### config.mk
export PLATFORM = sky130hd
export DESIGN_NAME = urx_events
export DESIGN_NICKNAME = d
export VERILOG_FILES = /design/src/urx_pkg.sv /design/src/urx_fifo.sv /design/src/urx_events.sv
export SDC_FILE = /design/constraint.sdc
export NUM_CORES = 1
export LEC_CHECK = 0
export BUFFER_PORTS_ARGS = -buffer_cell sky130_fd_sc_hd__buf_2
export CAP_MARGIN = 20
export CORE_MARGIN = 1.5
export CORE_UTILIZATION = 65
export CTS_BUF_LIST = sky130_fd_sc_hd__clkbuf_16
export DETAILED_ROUTE_END_ITERATION = 16
export GPL_TIMING_DRIVEN = 0
export PLACE_DENSITY = 0.83
export SLEW_MARGIN = 20
export SYNTH_ARGS = -nofsm -noshare
export SYNTH_HDL_FRONTEND = slang
export SYNTH_SLANG_ARGS = --single-unit
### constraint.sdc
create_clock -name clock -period 10.5 [get_ports clock]
set_clock_uncertainty 0.2 [all_clocks]
set_input_delay 1.05 -clock clock [delete_from_list [all_inputs] [get_ports clock]]
set_output_delay 1.05 -clock clock [all_outputs]
set_load 0.005 [all_outputs]
### src/urx_pkg.sv
// Purpose: Shared constants for the receive event and wake logic
// Assumes: Single 50 MHz clock, sample enable supplied by the baud generator
// Notes:   Shared counts and the sampled CTS reset value live here
package urx_pkg;
   localparam int          URX_CLK_HZ      = 50000000;
   localparam int          URX_FIFO_DEPTH  = 8;
   localparam int          URX_BUF_DEPTH   = 16;
   localparam int          URX_LVL_W       = 4;
   localparam int          URX_CHAR_W      = 8;
   localparam int          URX_OVS_W       = 8;
   localparam logic [3:0]  URX_FULL_LEVEL  = 4'h8;
   localparam logic [3:0]  URX_TX_ONE_FROM = 4'h2;
   localparam logic [3:0]  URX_TX_ONE_TO   = 4'h1;
   localparam logic [3:0]  URX_TX_HALF     = 4'h4;
   localparam logic        URX_CTS_RESET   = 1'b1;
   localparam logic [2:0]  URX_BCLK_RDY_CNT = 3'h4;
   typedef enum logic [2:0] {
      URX_IDLE   = 3'b000,
      URX_START  = 3'b001,
      URX_DATA   = 3'b010,
      URX_PARITY = 3'b011,
      URX_STOP   = 3'b100
   } urx_state_t;
endpackage

### src/urx_fifo.sv
// Purpose: Parameterised FIFO with valid/ready on both sides
// Assumes: Synchronous clear, one clock
// Notes:   Level output counts stored words
`timescale 1ns/1ps
module urx_fifo #(
   parameter int WIDTH = 8,
   parameter int DEPTH = 16,
   parameter int LW    = 5
) (
   input  wire logic             clock,
   input  wire logic             rstn,
   input  wire logic             clear,
   input  wire logic [WIDTH-1:0] in_data,
   input  wire logic             in_valid,
   output logic                  in_ready,
   output logic      [WIDTH-1:0] out_data,
   output logic                  out_valid,
   input  wire logic             out_ready,
   output logic      [LW-1:0]    level
);
   localparam int AW = $clog2(DEPTH);
   logic [WIDTH-1:0] mem [DEPTH];
   logic [AW-1:0]    wr_ptr;
   logic [AW-1:0]    rd_ptr;
   logic             push;
   logic             pop;
   assign in_ready  = (level != LW'(DEPTH));
   assign out_valid = (level != '0);
   assign out_data  = mem[rd_ptr];
   assign push      = in_valid && in_ready;
   assign pop       = out_valid && out_ready;
   // Storage
   always_ff @(posedge clock) begin
      if (push) begin
         mem[wr_ptr] <= in_data;
      end
   end
   // Pointers and count
   always_ff @(posedge clock or negedge rstn) begin
      if (!rstn) begin
         wr_ptr <= '0;
         rd_ptr <= '0;
         level  <= '0;
      end else if (clear) begin
         wr_ptr <= '0;
         rd_ptr <= '0;
         level  <= '0;
      end else begin
         if (push) begin
            wr_ptr <= (wr_ptr == AW'(DEPTH-1)) ? '0 : wr_ptr + 1'b1;
         end
         if (pop) begin
            rd_ptr <= (rd_ptr == AW'(DEPTH-1)) ? '0 : rd_ptr + 1'b1;
         end
         level <= level + LW'(push) - LW'(pop);
      end
   end
endmodule

### src/urx_events.sv
// Purpose: Receive checking, event flags, wake conditions and peripheral reset
// Assumes: sample_en pulses once per oversample tick from the baud divider
// Notes:   Receive FIFO limited to a logical depth of eight in a 16-word buffer
//
// Overview of operation
// - Frame error when any bit sample invalid
// - Three samples per bit, start/stop/parity/data
// - Start 3/3 low, data 2/3, stop 3/3
// - Parity 3/3 match, polarity and odd select
// - Fractional double check: strict start, stop, parity
// - Parity error when computed parity mismatches
// - Without flow control CTS in, RTS out
// - CTS change flag on each sampled edge while flow control is off
// - Sampled CTS resets to one
// - Sample CTS while baud clock runs, unless disabled
// - Force sampled CTS one when clock stops
// - Overrun when valid frame meets full FIFO
// - Overrun flagged at stop, frame dropped
// - Threshold flag when count exceeds threshold
// - One-byte-remaining event on tx two to one
// - Half-empty flag on tx half plus one to half
// - Enabled wake source requests low-power exit; code raises the request only while fdm_en is set
// - Wake flags are levels gated by enables
// - Wake on threshold, full eight, not empty
// - Reset while disabled or until ready
// - Divisor or rate write resets when enabled
// - Three wake flags, each own enable
// - Three samples around mid bit
// - Interrupt when enabled flag set
`timescale 1ns/1ps
module urx_events
   import urx_pkg::*;
#(
   parameter int CHAR_W = URX_CHAR_W,
   parameter int DEPTH  = URX_FIFO_DEPTH
) (
   input  wire logic                  clock,
   input  wire logic                  rstn,
   input  wire logic                  sample_en,
   input  wire logic [URX_OVS_W-1:0]  ovs_ratio,
   input  wire logic                  rx_pin,
   input  wire logic                  cts_pin,
   input  wire logic                  rts_level,
   input  wire logic                  hfc_en,
   input  wire logic                  cts_dis,
   input  wire logic                  baud_clk_en,
   input  wire logic                  divisor_write,
   input  wire logic                  osr_write,
   input  wire logic                  fdm_en,
   input  wire logic                  dpfe_en,
   input  wire logic                  parity_en,
   input  wire logic                  parity_polarity_select,
   input  wire logic                  parity_odd_select,
   input  wire logic                  data_check_en,
   input  wire logic [URX_LVL_W-1:0]  rx_thd_val,
   input  wire logic [URX_LVL_W-1:0]  tx_level,
   input  wire logic                  rx_read,
   input  wire logic [5:0]            int_enable,
   input  wire logic [5:0]            int_clear,
   input  wire logic [2:0]            wake_enable,
   output logic                       rts_pin,
   output logic [CHAR_W-1:0]          rx_data,
   output logic                       rx_data_valid,
   output logic                       rx_data_parity_err,
   output logic [URX_LVL_W:0]         rx_level,
   output logic                       frame_error_flag,
   output logic                       parity_error_flag,
   output logic                       clear_to_send_change_flag,
   output logic                       overrun_flag,
   output logic                       rx_threshold_flag,
   output logic                       tx_half_empty_flag,
   output logic                       tx_one_left_pulse,
   output logic                       cts_sampled,
   output logic [2:0]                 wake_flag_register,
   output logic                       wake_request,
   output logic                       irq,
   output logic                       baud_clk_ready,
   output logic                       periph_in_reset
);
   urx_state_t                state;
   logic [URX_OVS_W-1:0]      tick;
   logic [2:0]                bit_idx;
   logic [2:0]                samp;
   logic [2:0]                win;
   logic [CHAR_W-1:0]         shreg;
   logic                      bad_bit;
   logic                      par_bit_err;
   logic [2:0]                rdy_cnt;
   logic                      soft_rst;
   logic [URX_LVL_W-1:0]      tx_level_d;
   logic                      frame_done;
   logic                      frame_good;
   logic [CHAR_W:0]           fifo_out;
   logic [URX_LVL_W:0]        buf_level;
   logic                      push;
   logic                      rx_full;
   logic [2:0]                wake_cond;
   logic                      is_mid;
   logic                      maj;
   logic                      all_hi;
   logic                      all_lo;
   logic                      expect_par;

   // Peripheral reset: disabled clock, pending ready, or divisor/rate write
   assign soft_rst = !baud_clk_en || !baud_clk_ready || divisor_write || osr_write;
   // Three samples straddle the bit middle
   assign is_mid   = sample_en && (tick >= (ovs_ratio >> 1) - 8'h01)
                     && (tick <= (ovs_ratio >> 1) + 8'h01);
   // The last sample may fall on the decision tick
   assign win      = (is_mid && tick == ovs_ratio - 8'h01) ? {samp[1:0], rx_pin} : samp;
   assign all_hi   = &win;
   assign all_lo   = ~|win;
   assign maj      = (win[0] & win[1]) | (win[1] & win[2]) | (win[0] & win[2]);
   // Expected parity: odd/even over ones or zeros
   assign expect_par = !parity_odd_select ^ (^shreg) ^ (parity_polarity_select & 1'(CHAR_W % 2));
   assign rx_full    = (buf_level >= (URX_LVL_W+1)'(DEPTH));
   assign frame_done = (state == URX_STOP) && sample_en && (tick == ovs_ratio - 8'h01);
   assign frame_good = frame_done && !bad_bit && all_hi;
   assign push       = frame_good && !rx_full && !soft_rst;

   // Baud ready: a few cycles after enable rises
   always_ff @(posedge clock or negedge rstn) begin
      if (!rstn) begin
         rdy_cnt        <= '0;
         baud_clk_ready <= 1'b0;
      end else if (!baud_clk_en) begin
         rdy_cnt        <= '0;
         baud_clk_ready <= 1'b0;
      end else if (!baud_clk_ready) begin
         rdy_cnt        <= rdy_cnt + 3'h1;
         baud_clk_ready <= (rdy_cnt == URX_BCLK_RDY_CNT);
      end
   end

   // Registered reset status
   always_ff @(posedge clock or negedge rstn) begin
      if (!rstn) begin
         periph_in_reset <= 1'b1;
      end else begin
         periph_in_reset <= soft_rst;
      end
   end

   // Receive state machine with three samples per bit
   always_ff @(posedge clock or negedge rstn) begin
      if (!rstn) begin
         state   <= URX_IDLE;
         tick    <= '0;
         bit_idx <= '0;
         samp    <= '0;
         shreg   <= '0;
         bad_bit <= 1'b0;
         par_bit_err <= 1'b0;
      end else if (soft_rst) begin
         state   <= URX_IDLE;
         tick    <= '0;
      end else if (sample_en) begin
         if (is_mid) begin
            samp   <= {samp[1:0], rx_pin};
         end
         if (state != URX_IDLE) begin
            tick <= (tick == ovs_ratio - 8'h01) ? '0 : tick + 8'h01;
         end
         case (state)
            URX_IDLE: begin
               bad_bit     <= 1'b0;
               par_bit_err <= 1'b0;
               if (!rx_pin) begin
                  state <= URX_START;
                  tick  <= 8'h01;
               end
            end
            URX_START: begin
               if (tick == ovs_ratio - 8'h01) begin
                  bad_bit <= bad_bit | !all_lo;
                  bit_idx <= '0;
                  state   <= URX_DATA;
               end
            end
            URX_DATA: begin
               if (tick == ovs_ratio - 8'h01) begin
                  shreg   <= {maj, shreg[CHAR_W-1:1]};
                  bit_idx <= bit_idx + 3'h1;
                  if (bit_idx == 3'(CHAR_W-1)) begin
                     state <= parity_en ? URX_PARITY : URX_STOP;
                  end
               end
            end
            URX_PARITY: begin
               if (tick == ovs_ratio - 8'h01) begin
                  // All three parity samples must match the expected value
                  if (!(expect_par ? all_hi : all_lo)) begin
                     bad_bit <= 1'b1;
                  end
                  par_bit_err <= (maj != expect_par);
                  state <= URX_STOP;
               end
            end
            URX_STOP: begin
               if (tick == ovs_ratio - 8'h01) begin
                  state <= URX_IDLE;
               end
            end
            default: begin
               state <= URX_IDLE;
            end
         endcase
      end
   end

   // Receive buffer: 16 words, logically limited to eight
   urx_fifo #(
      .WIDTH (CHAR_W+1),
      .DEPTH (URX_BUF_DEPTH),
      .LW    (URX_LVL_W+1)
   ) u_rx_fifo (
      .clock     (clock),
      .rstn      (rstn),
      .clear     (soft_rst),
      .in_data   ({par_bit_err, shreg}),
      .in_valid  (push),
      .in_ready  (),
      .out_data  (fifo_out),
      .out_valid (),
      .out_ready (rx_read),
      .level     (buf_level)
   );

   // Registered read side
   always_ff @(posedge clock or negedge rstn) begin
      if (!rstn) begin
         rx_data            <= '0;
         rx_data_valid      <= 1'b0;
         rx_data_parity_err <= 1'b0;
         rx_level           <= '0;
      end else begin
         rx_data            <= fifo_out[CHAR_W-1:0];
         rx_data_parity_err <= fifo_out[CHAR_W];
         rx_data_valid      <= (buf_level != '0);
         rx_level           <= buf_level;
      end
   end

   // Sampled clear-to-send; request-to-send from rts_level, or FIFO not full when hfc_en is set
   always_ff @(posedge clock or negedge rstn) begin
      if (!rstn) begin
         cts_sampled <= URX_CTS_RESET;
         rts_pin     <= 1'b1;
      end else begin
         rts_pin <= hfc_en ? !rx_full : rts_level;
         if (!baud_clk_en) begin
            cts_sampled <= URX_CTS_RESET;
         end else if (!cts_dis) begin
            cts_sampled <= cts_pin;
         end
      end
   end

   // Transmit level history
   always_ff @(posedge clock or negedge rstn) begin
      if (!rstn) begin
         tx_level_d        <= '0;
         tx_one_left_pulse <= 1'b0;
      end else begin
         tx_level_d        <= tx_level;
         tx_one_left_pulse <= (tx_level_d == URX_TX_ONE_FROM) && (tx_level == URX_TX_ONE_TO);
      end
   end

   // Sticky event flags, set wins over clear
   always_ff @(posedge clock or negedge rstn) begin
      if (!rstn) begin
         frame_error_flag          <= 1'b0;
         parity_error_flag         <= 1'b0;
         clear_to_send_change_flag <= 1'b0;
         overrun_flag              <= 1'b0;
         rx_threshold_flag         <= 1'b0;
         tx_half_empty_flag        <= 1'b0;
      end else begin
         frame_error_flag  <= (frame_done && (bad_bit || !all_hi))
                              || (frame_error_flag && !int_clear[0]);
         parity_error_flag <= (frame_done && parity_en && par_bit_err)
                              || (parity_error_flag && !int_clear[1]);
         clear_to_send_change_flag <= (!hfc_en && baud_clk_en && !cts_dis && (cts_pin != cts_sampled))
                              || (clear_to_send_change_flag && !int_clear[2]);
         overrun_flag      <= (frame_good && rx_full)
                              || (overrun_flag && !int_clear[3]);
         rx_threshold_flag <= (push && ((buf_level + 5'h01) > {1'b0, rx_thd_val}))
                              || (rx_threshold_flag && !int_clear[4]);
         tx_half_empty_flag <= ((tx_level_d == URX_TX_HALF + 4'h1) && (tx_level == URX_TX_HALF))
                              || (tx_half_empty_flag && !int_clear[5]);
      end
   end

   // Wake conditions are levels of the receive count
   assign wake_cond[0] = (buf_level >= {1'b0, rx_thd_val});
   assign wake_cond[1] = (buf_level >= {1'b0, URX_FULL_LEVEL});
   assign wake_cond[2] = (buf_level != '0);

   // Wake flags and request, interrupt output
   always_ff @(posedge clock or negedge rstn) begin
      if (!rstn) begin
         wake_flag_register <= '0;
         wake_request       <= 1'b0;
         irq                <= 1'b0;
      end else begin
         wake_flag_register <= wake_cond & wake_enable;
         wake_request       <= fdm_en && |(wake_cond & wake_enable);
         irq <= |({tx_half_empty_flag, rx_threshold_flag, overrun_flag,
                   clear_to_send_change_flag, parity_error_flag, frame_error_flag} & int_enable);
      end
   end
endmodule

# == Yosys cells after proc, flatten, opt, wreduce, memory -nomap -nowiden ==
# Memory sizes are Yosys's and may differ from the RTL's. A register that Yosys moved wholly into a read port is not among the register bits.
# Index checks and enable logic that the tools add are counted.
# classes
n_eq_ne,28
bitwise_logic,10
reduce_logical,75
mux,42
magnitude_cmp,5
n_addsub,11
# op_table
cell,count
$mux W8,6
$mux W3,13
$logic_and A1 B1 Y1,28
$mux W4,6
$ne A3 B3 Y1 const B,6
$logic_not A1 Y1,17
$pmux W3 S5,1
$mux W1,12
$ne A2 B2 Y1 const B,6
$logic_or A1 B1 Y1,10
$reduce_bool A2 Y1,5
$eq A3 B3 Y1 const B,3
$add A4 B1 Y4 const B,2
$add A7 B1 Y8 const B,1
$add A8 B1 Y8 const B,1
$eq A4 B3 Y1 const B,2
$eq A4 B4 Y1 const B,2
$eq A8 B8 Y1,1
$ge A8 B8 Y1,1
$le A8 B8 Y1,1
$reduce_and A4 Y1,2
$reduce_xor A8 Y1,1
$sub A7 B1 Y8 const B,1
$sub A8 B1 Y8 const B,1
other kinds (32),42
# word_totals
ramBits,144
input_bits,49
elab_cells,200
ff_bits,69
output_inout_bits,31
n_memories,1
# memory_table
name,words,width,read_ports,rd_clocked_by_memory_dff,wr,line,source
u_rx_fifo.mem,16,9,1,1,1,urx_fifo.sv:22,logic [WIDTH-1:0] mem [DEPTH];

# == Logic depth before layout (Yosys ltp) ==
# Gate-level depths: netlist of run 1.
# logic_depth
ltp_word,14
mapped_depth,23
ltp_nobuf,21

# == Modules after synthesis ==
# From an unflattened synthesis of run 1, not the netlist that was laid out.
# unflattened
cells_unflattened,754
hier_area_um2,10462.5
# by_module_without_submodules
mod,cells_each,n_inst,area_per_inst_um2,seq_area_each_um2
urx_fifo,365,1,6573.8,4649.5
urx_events,389,1,3888.7,1630.3

# == Worst setup path before layout of run 1 ==
# Ideal clock, no wire load.
# synth_timing
kind,input -> register
startpoint,input ovs_ratio[4]
endpoint,"memory u_rx_fifo.mem[3][0] (netlist name), enable pin"
setup_ps,387
setup_slack_ps,5371
required_ps,9913
path_buffers,3
stages,16
arrival_time_ps,4543
cell_sequence,buf_6 -> nor3_2 -> nand2b_1 -> or4_1 -> ha_1 -> nand2_1 -> nor3_1 -> a21oi_1 -> or4b_1 -> clkbuf_1 -> mux2i_1 -> nand4b_1 -> inv_1 -> clkbuf_1 -> nand2_1 -> nor3_1
# synth_between
elab_chain_len,13
elab_cells_between_ends,19
classes_between,add/sub: 3; order compare: 2; eq/ne: 1; mux: 3; reduce/logical: 10
# synth_rtl
item,line,source
"start, declared",urx_events.sv:40,"input wire logic [URX_OVS_W-1:0] ovs_ratio,"
$sub A7 B1 Y8,urx_events.sv:107,assign is_mid = sample_en && (tick >= (ovs_ratio >> 1) - 8'h01)
$ge A8 B8 Y1,urx_events.sv:107,
$logic_and A1 B1 Y1,urx_events.sv:107,
$logic_and A1 B1 Y1,urx_events.sv:108,&& (tick <= (ovs_ratio >> 1) + 8'h01);
$logic_and A1 B1 Y1,urx_events.sv:110,"assign win = (is_mid && tick == ovs_ratio - 8'h01) ? {samp[1:0], rx_pin} : samp;"
$mux W3,urx_events.sv:110,
$reduce_and A3 Y1,urx_events.sv:111,assign all_hi = &win;
$logic_and A1 B1 Y1 (*),urx_events.sv:118,assign frame_good = frame_done && !bad_bit && all_hi;
$logic_and A1 B1 Y1 (*) (2 in a row),urx_events.sv:119,assign push = frame_good && !rx_full && !soft_rst;
$logic_and A1 B1 Y1 (*),urx_fifo.sv:30,assign push = in_valid && in_ready;
$mux W1 (*),urx_fifo.sv:34,if (push) begin
$mux W1 (not written as such) (*),urx_fifo.sv:35,mem[wr_ptr] <= in_data;
"end, declared",urx_fifo.sv:22,
# Every way passes the cells marked *; elsewhere a longest branch is shown, timed or not.

# == Worst setup path in the final report of run 1 ==
# layout_timing
startpoint,input ovs_ratio[3]
endpoint,"memory u_rx_fifo.mem[7][7] (netlist name), enable pin"
# Same word-level chain as after synthesis.

==> summary.md, run 1 <==
| Metric | Value |
|---|---|
| Status | complete, no violations |
| MaxCap Viol Count | 0 |
| Worst setup EP type | flip-flop |
| Final critical-path share of the clock period | 51.51% |
| Number of DRC markers in iteration 0 | 602 |
| Synth Area in Adders | 6.080% |
| Yosys top cell by area | edfxtp_1 |
| Tot GR Track Use | 28.70% |
| Final Max Slew Viols | 0 |
| Layout cells sized above 1 | 17.88% |
| Routability cong. | 0.9127 |
| Compound-Gate Fraction of Synth Area | 8.532% |
| CTS Buf Count | 22 |
| Warnings, synthesis | 0 |
| Netlist cell types | 70 |
| Synth area leaders | edfxtp_1, dfrtp_1, ha_1 |
| Combinational Power Share | 3.4% |
| Net Switching | 0.3531 mW |
| PortBufs | 73 |
| Average wire per cell in the routed design | 20.86 um |
| ANT cells | 0 |
| Post-CTS Resized | 0 |
| Worst Setup EP | u_rx_fifo.mem[7][7] |
| IO Pins | 80 |
| Max VDD drop | 0.1100 mV |
| Mux share of post-synthesis cell area | 9.517% |
| Max Fclk | 184.9 MHz |
| Vertical die dimension | 129.6 um |
| Root buf cell | clkbuf_16 |
| Pwr Density | 144.7 nW/um^2 |
| Starting density of the core | 66.03% |
| Grt ovf | 0 |
| Syn nets | 880 |
| Count leader, synth | edfxtp_1 |
| Via density | 6.185 |
| Setup Fix Bufs, Post-CTS | 0 |
| P_int | 1.348 mW |
| Die Footprint | 16,790 sq um |
| Clock buffer depth | 3 |
| H-tree depth | 1 |
| Rows | 46 |
| Register bit count reported by yosys | 222 |
| Largest family of logic cells by synthesized area | simple AND/OR/NAND/NOR gates |
| Critical path launch point type | input port |
| Largest net degree at the start of global routing | 48 |
| Crit path launch | ovs_ratio[3] |
| Reg clk slew, reported paths | 60 ps |
| Top post-synthesis cells by count | edfxtp_1, dfrtp_1, nand2_1, ha_1 |
| CP arrival | 5320 ps |
| Hpwl dp | 15,510 um |
| Worst Path Max Fanout | 10 |
| Synth top area share | 41.53% |
| Async set-reset flop share out of synthesis | 35.14% |
| Type of the worst setup path | input port to flip-flop |
| Routed WL | 23,180 um |
| Synth Area in Simple Gates | 9.529% |
| Clk Latency, worst-skew pair | 500 ps |
| Multi-input combinational cell area | 3865 sq um |
| Post-route antenna net violation count | 0 |
| Area growth, synth to finish | 12.91% |
| Worst r2r path cells | 12 |
| Filler cells | 1,011 |
| Avg Inst Size Synth | 13.33 sq um |
| Fin Setup TNS | 0 ps |
| Syn Inst Count | 781 |
| Req. time, crit path | 10,410 ps |
| FF+latch area | 6280 sq um |
| Reg2reg end | u_rx_fifo.mem[7][7] |
| XOR/XNOR Fraction of Synth Area | 3.268% |
| Worst Hold Launch | tx_level_d[0] |
| Final hold violation count | 0 |
| Vias in the first global route | 7,025 |
| CTS tree | done |
| Leak | 4.661 nW |
| Sequential power share | 54.7% |
| RSZ-0062 raised after global routing | no |
| Seq/Total Area, Yosys | 60.31% |
| Sw Ratio | 20.75% |
| Nets | 978 |
| Endpoints failing setup | 0 |
| Die width | 129.6 um |
| Worst R2R Start | tick[5] |
| Global-route wire length before repair | 36,730 um |
| R2r setup slk | 6030 ps |
| CORE AREA | 15,770 sq um |
| Initial antenna violation count | 0 |
| Post-synth EDFFs | 144 |
| Top_reg_cell synth | edfxtp_1 |
| DRC Markers | 0 |
| Worst Max-Slew Pin Slew | 994.3 ps |
| Tmin final | 5409 ps |
| CTS Sinks | 222 |
| Cts hold-fix bufs | 0 |
| Worst min path class | flip-flop to flip-flop |
| Via count | 6,871 |
| Initial DRT Pass Iterations | 8 |
| Worst slew margin | 33.47% |
| Total Power | 1.701 mW |
| Post-Syn Area | 10,410 sq um |
| Clock share of power | 41.9% |
## power by group through the flow
stage               clock, mW  sequential, mW  combinational, mW
floorplan                   0           0.947             0.0303
global placement            0           0.947             0.0523
detailed placement          0           0.948             0.0572
CTS                     0.716           0.930             0.0577
global route            0.751           0.930             0.0644
finish                  0.714           0.930             0.0577
## per-stage QoR
step	cell area [sq um]	worst slack (ps)	hold slack [ps]	utilization [%]	cells
floorplan	10410	5371	206.9	-	781
global placement	11050	4476	222.3	70.06	1070
detailed placement	11100	4663	241.7	70.37	1071
CTS	11760	5138	253.8	74.55	1111
global route	11760	4740	273.9	74.55	1111
finish	11760	5091	261.7	74.55	1111
## worst min-delay path by stage
stage                   endpoint  cells past startpoint  slack [ps]
3_5_place_dp         rx_level[4]                      0         240
4_1_cts        tx_one_left_pulse                      1         250
5_1_grt        tx_one_left_pulse                      1         270
3_3_place_gp   tx_one_left_pulse                      1         220
2_1_floorplan  tx_one_left_pulse                      1         210
6_report       tx_one_left_pulse                      1         260
## cell families (layout without fill, tap and decap cells)
group                    count (synthesis)  in the layout
buffers and inverters                   71            185
flip-flops                             222            222
adder cells (fa/ha/maj)                 50             50
XOR/XNOR                                38             38
AO/OA/AOI/OAI                          138            138
multiplexers                            72             72
AND/OR/NAND/NOR                        190            190
## routing by layer
metal | wire length, um | track usage, % | part of all wire, %
met1 | 9213 | 36.53 | 40
met2 | 11920 | 51.23 | 51
met3 | 1363 | 3.675 | 5.9
met4 | 682 | 9.542 | 2.9
met5 | 0 | 0 | 0
## area by class of cell
cell class	count	share of cell area [%]
Timing Repair Buffer	74	3.363
Clock buffer	23	4.896
Buffer	30	1.139
Tap cell	216	2.299
Clock inverter	17	0.7024
Inverter	41	1.309
Sequential cell	222	53.42
Multi-Input combinational cell	488	32.88
## flip-flops by register name (all words and copies together), names as in the netlist, 3 cells and up
register / cells
rx_level: 5
bit_idx: 3
u_rx_fifo.level: 5
rdy_cnt: 3
shreg: 8
u_rx_fifo.mem: 144
tx_level_d: 4
rx_data: 8
u_rx_fifo.rd_ptr: 4
samp: 3
u_rx_fifo.wr_ptr: 4
state: 3
tick: 8
wake_flag_register: 3
## placed cells by master, fill, tap and decap left out, types with 9 or more instances in the layout
cell,count
edfxtp_1,144
buf_2,77
dfrtp_1,75
nand2_1,57
ha_1,49
inv_1,45
o21ai_0,40
mux2i_1,39
a21oi_1,35
nor2_1,34
xnor2_1,26
clkbuf_16,23
clkbuf_1,20
mux4_2,18
nand3_1,14
a22oi_1,13
xor2_1,11
nor2b_1,11
nor3_1,10
nand2b_1,9
or3_1,9
a221oi_1,9
## critical path, stage by stage
cell      delay (ps)
buf_2            100
buf_2            250
nand3_1          140
nor3_1           290
nand3_1          140
ha_1             330
a21oi_1          130
o21ai_0          120
o21a_1           120
or4b_1           540
clkbuf_1         180
mux2i_1          170
nand4b_1         250
inv_1            120
clkbuf_1         350
nand2_1          230
nor2_1           810
No activity file was read; power rests on OpenSTA's default activity.
==> run 2: changes to the inputs <==
CORE_UTILIZATION = 60   (was 65)
PLACE_DENSITY = 0.78   (was 0.83)
clock period = 5.6 ns   (was 10.5 ns; I/O delays follow)
==> run 2 against run 1 <==
Total power grew 93%. Hold slack got worse by 240 ps. Highest routed layer unchanged. Count of clock-buffer cells in the layout did not move. Sequential cell count unchanged. Critical path depth stayed put.
==> summary.md, run 2 (synthesized netlist as in run 1, its figures left out) <==
| Metric | Value |
|---|---|
| Clock share of power | 43.6% (+1.7 points) |
| Slowest stage delay, CP | 840 ps (+30 ps) |
| Starting density of the core | 62.13% (-3.9 points) |
| Max Fclk | 204.8 MHz |
| Placement Setup Slack | 302.7 ps (-4361 ps) |
| CP top delay family | simple AND/OR/NAND/NOR gates |
| Average wire per cell in the routed design | 20.82 um (-0.21%) |
| Area growth, synth to finish | 13.94% |
| Fin Setup TNS | 0 ps (unchanged) |
| Tot GR Track Use | 26.87% (-1.8 points) |
| Commonest non-fill, non-tap cell in the layout | edfxtp_1 |
| Global-route wire length before repair | 36,960 um (+0.64%) |
| Sw Ratio | 20.20% (-0.55 points) |
| Worst Max-Slew Pin Slew | 1034 ps (+39.25 ps) |
| Initial DRT Pass Iterations | 5 (-3) |
| Max VDD drop | 0.2141 mV (+95%) |
| Die Footprint | 18,150 sq um (+8.1%) |
| Critical-path cell list | buf_2 > buf_2 > nand3_1 > nor3_1 > nand3_1 > ha_1 > a21oi_1 > o21ai_0 > o21a_1 > or4b_1 > clkbuf_1 > mux2i_1 > nand4b_1 > inv_1 > clkbuf_1 > nand2_1 > nor2_1 |
| Rows | 47 (+2.2%) |
| Via density | 6.003 (-2.9%) |
| Layout cells sized above 1 | 18.33% (+0.46 points) |
| Post-route antenna net violation count | 0 (unchanged) |
| Largest net degree at the start of global routing | 58 (+21%) |
| Status | complete, no violations |
| Clk Latency, worst-skew pair | 500 ps (about the same) |
| CORE AREA | 16,760 sq um (+6.3%) |
| IO Pins | 80 (unchanged) |
| Net Switching | 0.6643 mW (+88%) |
| MaxCap Viol Count | 0 (unchanged) |
| Via count | 6,723 (-2.2%) |
| Req. time, crit path | 5520 ps (-4890 ps) |
| Number of DRC markers in iteration 0 | 544 (-9.6%) |
| CTS Buf Count | 22 (unchanged) |
| Final critical-path share of the clock period | 87.20% |
| P_int | 2.623 mW (+95%) |
| ANT cells | 0 (unchanged) |
| Final Max Slew Viols | 0 (unchanged) |
| Reg clk slew, reported paths | 60 ps (about the same) |
| Worst min path class | input port to flip-flop |
| CP max stage cell | nor2_1 |
| Hpwl dp | 15,520 um (about the same) |
| Pwr Density | 277.1 nW/um^2 (+92%) |
| Endpoints failing setup | 0 (unchanged) |
| Cts hold-fix bufs | 5 (+5) |
| PortBufs | 73 (unchanged) |
| Combinational Power Share | 3.3% (about the same) |
| Vertical die dimension | 134.7 um (+4.0%) |
| Tmin final | 4883 ps |
| Nets | 983 (+0.51%) |
| Vias in the first global route | 6,987 (-0.54%) |
| Largest register FFs | 144 (unchanged) |
| DRC Markers | 0 (unchanged) |
| Final hold violation count | 0 (unchanged) |
| CTS Sinks | 222 (unchanged) |
| Grt ovf | 0 (unchanged) |
| CP arrival | 4800 ps (-520 ps) |
| H-tree depth | 1 (unchanged) |
| Type of the worst setup path | input port to flip-flop |
| RSZ-0062 raised after global routing | no |
| Worst Path Max Fanout | 10 (unchanged) |
| Worst slew margin | 30.84% (-2.6 points) |
| Root buf cell | clkbuf_16 |
| Clock buffer depth | 3 (unchanged) |
| Worst setup EP type | flip-flop |
| Critical path launch point type | input port |
| Routability cong. | 0.8796 (-3.6%) |
| Initial antenna violation count | 0 (unchanged) |
| Crit path buffers/inverters | 5 (unchanged) |
| Most flops, register | u_rx_fifo.mem |
| Most frequent cells in the layout | edfxtp_1, buf_2, dfrtp_1 |
| Die width | 134.7 um (+4.0%) |
| Setup Fix Bufs, Post-CTS | 0 (unchanged) |
| Sequential power share | 53.0% (-1.7 points) |
| Leak | 4.723 nW (+1.3%) |
| CTS tree | done |
| Final Worst Setup Slack | 717.1 ps (-4374 ps) |
| Post-CTS Resized | 0 (unchanged) |
| Routed WL | 23,320 um (+0.60%) |
-- run 2: changes by cell type in the layout (fill, tap and decap cells not counted), sizes merged --
cell	before	now
dlygate4sd3	0	5
inv	45	46
bufinv	0	2
clkinvlp	3	1
clkinv	10	9
-- run 2: path summary, 6_finish.rpt --
| kind | slack (ps) | start | end | depth (start not counted) |
|---|---|---|---|---|
| min reg2reg | 240 | tx_level_d[0] | tx_one_left_pulse | 1 |
| max | 720 | ovs_ratio[3] | u_rx_fifo.mem[4][4] | 17 |
| max reg2reg | 1130 | tick[5] | u_rx_fifo.mem[4][4] | 12 |
| max in group asynchronous | 4290 | rstn | periph_in_reset | 3 |
| min | 30 | hfc_en | rts_pin | 2 |
| min in group asynchronous | 300 | rstn | tx_level_d[2] | 2 |
-- run 2: layout make-up --
class	instances	area, sq um
Clock buffer	23	575.6
Clock inverter	17	132.6
Buffer	30	133.9
Sequential cell	222	6280
Inverter	41	153.9
Timing Repair Buffer	79	445.4
Fill cell	1119	4896
Multi-Input combinational cell	488	3867
Tap cell	220	275.3
-- run 2: power by group through the flow --
stage          logic [mW]  clock network (mW)  registers, mW
4_1_cts             0.111                1.45           1.74
2_1_floorplan      0.0568                   0           1.78
3_5_place_dp        0.108                   0           1.78
6_report            0.110                1.43           1.74
3_3_place_gp       0.0993                   0           1.78
5_1_grt             0.125                1.51           1.74
-- run 2: per-stage QoR --
step / total power [mW] / instance area, sq um / utilization (%) / instances / hold WS [ps]
6_report: 3.288 / 11860 / 70.79 / 1120 / 25.40
5_1_grt: 3.376 / 11860 / 70.79 / 1120 / 23.29
4_1_cts: 3.304 / 11860 / 70.77 / 1120 / 17.36
3_5_place_dp: 1.885 / 11100 / 66.25 / 1075 / 233.4
3_3_place_gp: 1.876 / 11050 / 65.95 / 1074 / 214.4
2_1_floorplan: 1.833 / 10410 / - / 781 / 64.41
-- run 2: worst reg2reg max path: stages (launching register included) --
cell and delay (ps):
dfrtp_1 500, ha_1 360, a21oi_1 120, o21ai_0 100, o21a_1 100, or4b_1 530, clkbuf_1 190, mux2i_1 160
nand4b_1 260, inv_1 120, clkbuf_1 350, nand2_1 250, nor2_1 840
-- run 2: routing by layer --
| layer | GRT usage [%] | vias to the layer above | wire [um] | part of all wire [%] |
|---|---|---|---|---|
| met5 | 0 | - | 0 | 0 |
| met4 | 10.63 | 0 | 829 | 3.6 |
| met3 | 3.679 | 50 | 1360 | 5.8 |
| met2 | 47.83 | 228 | 11860 | 51 |
| met1 | 33.42 | 3328 | 9265 | 40 |
| li1 | - | 3117 | - | - |
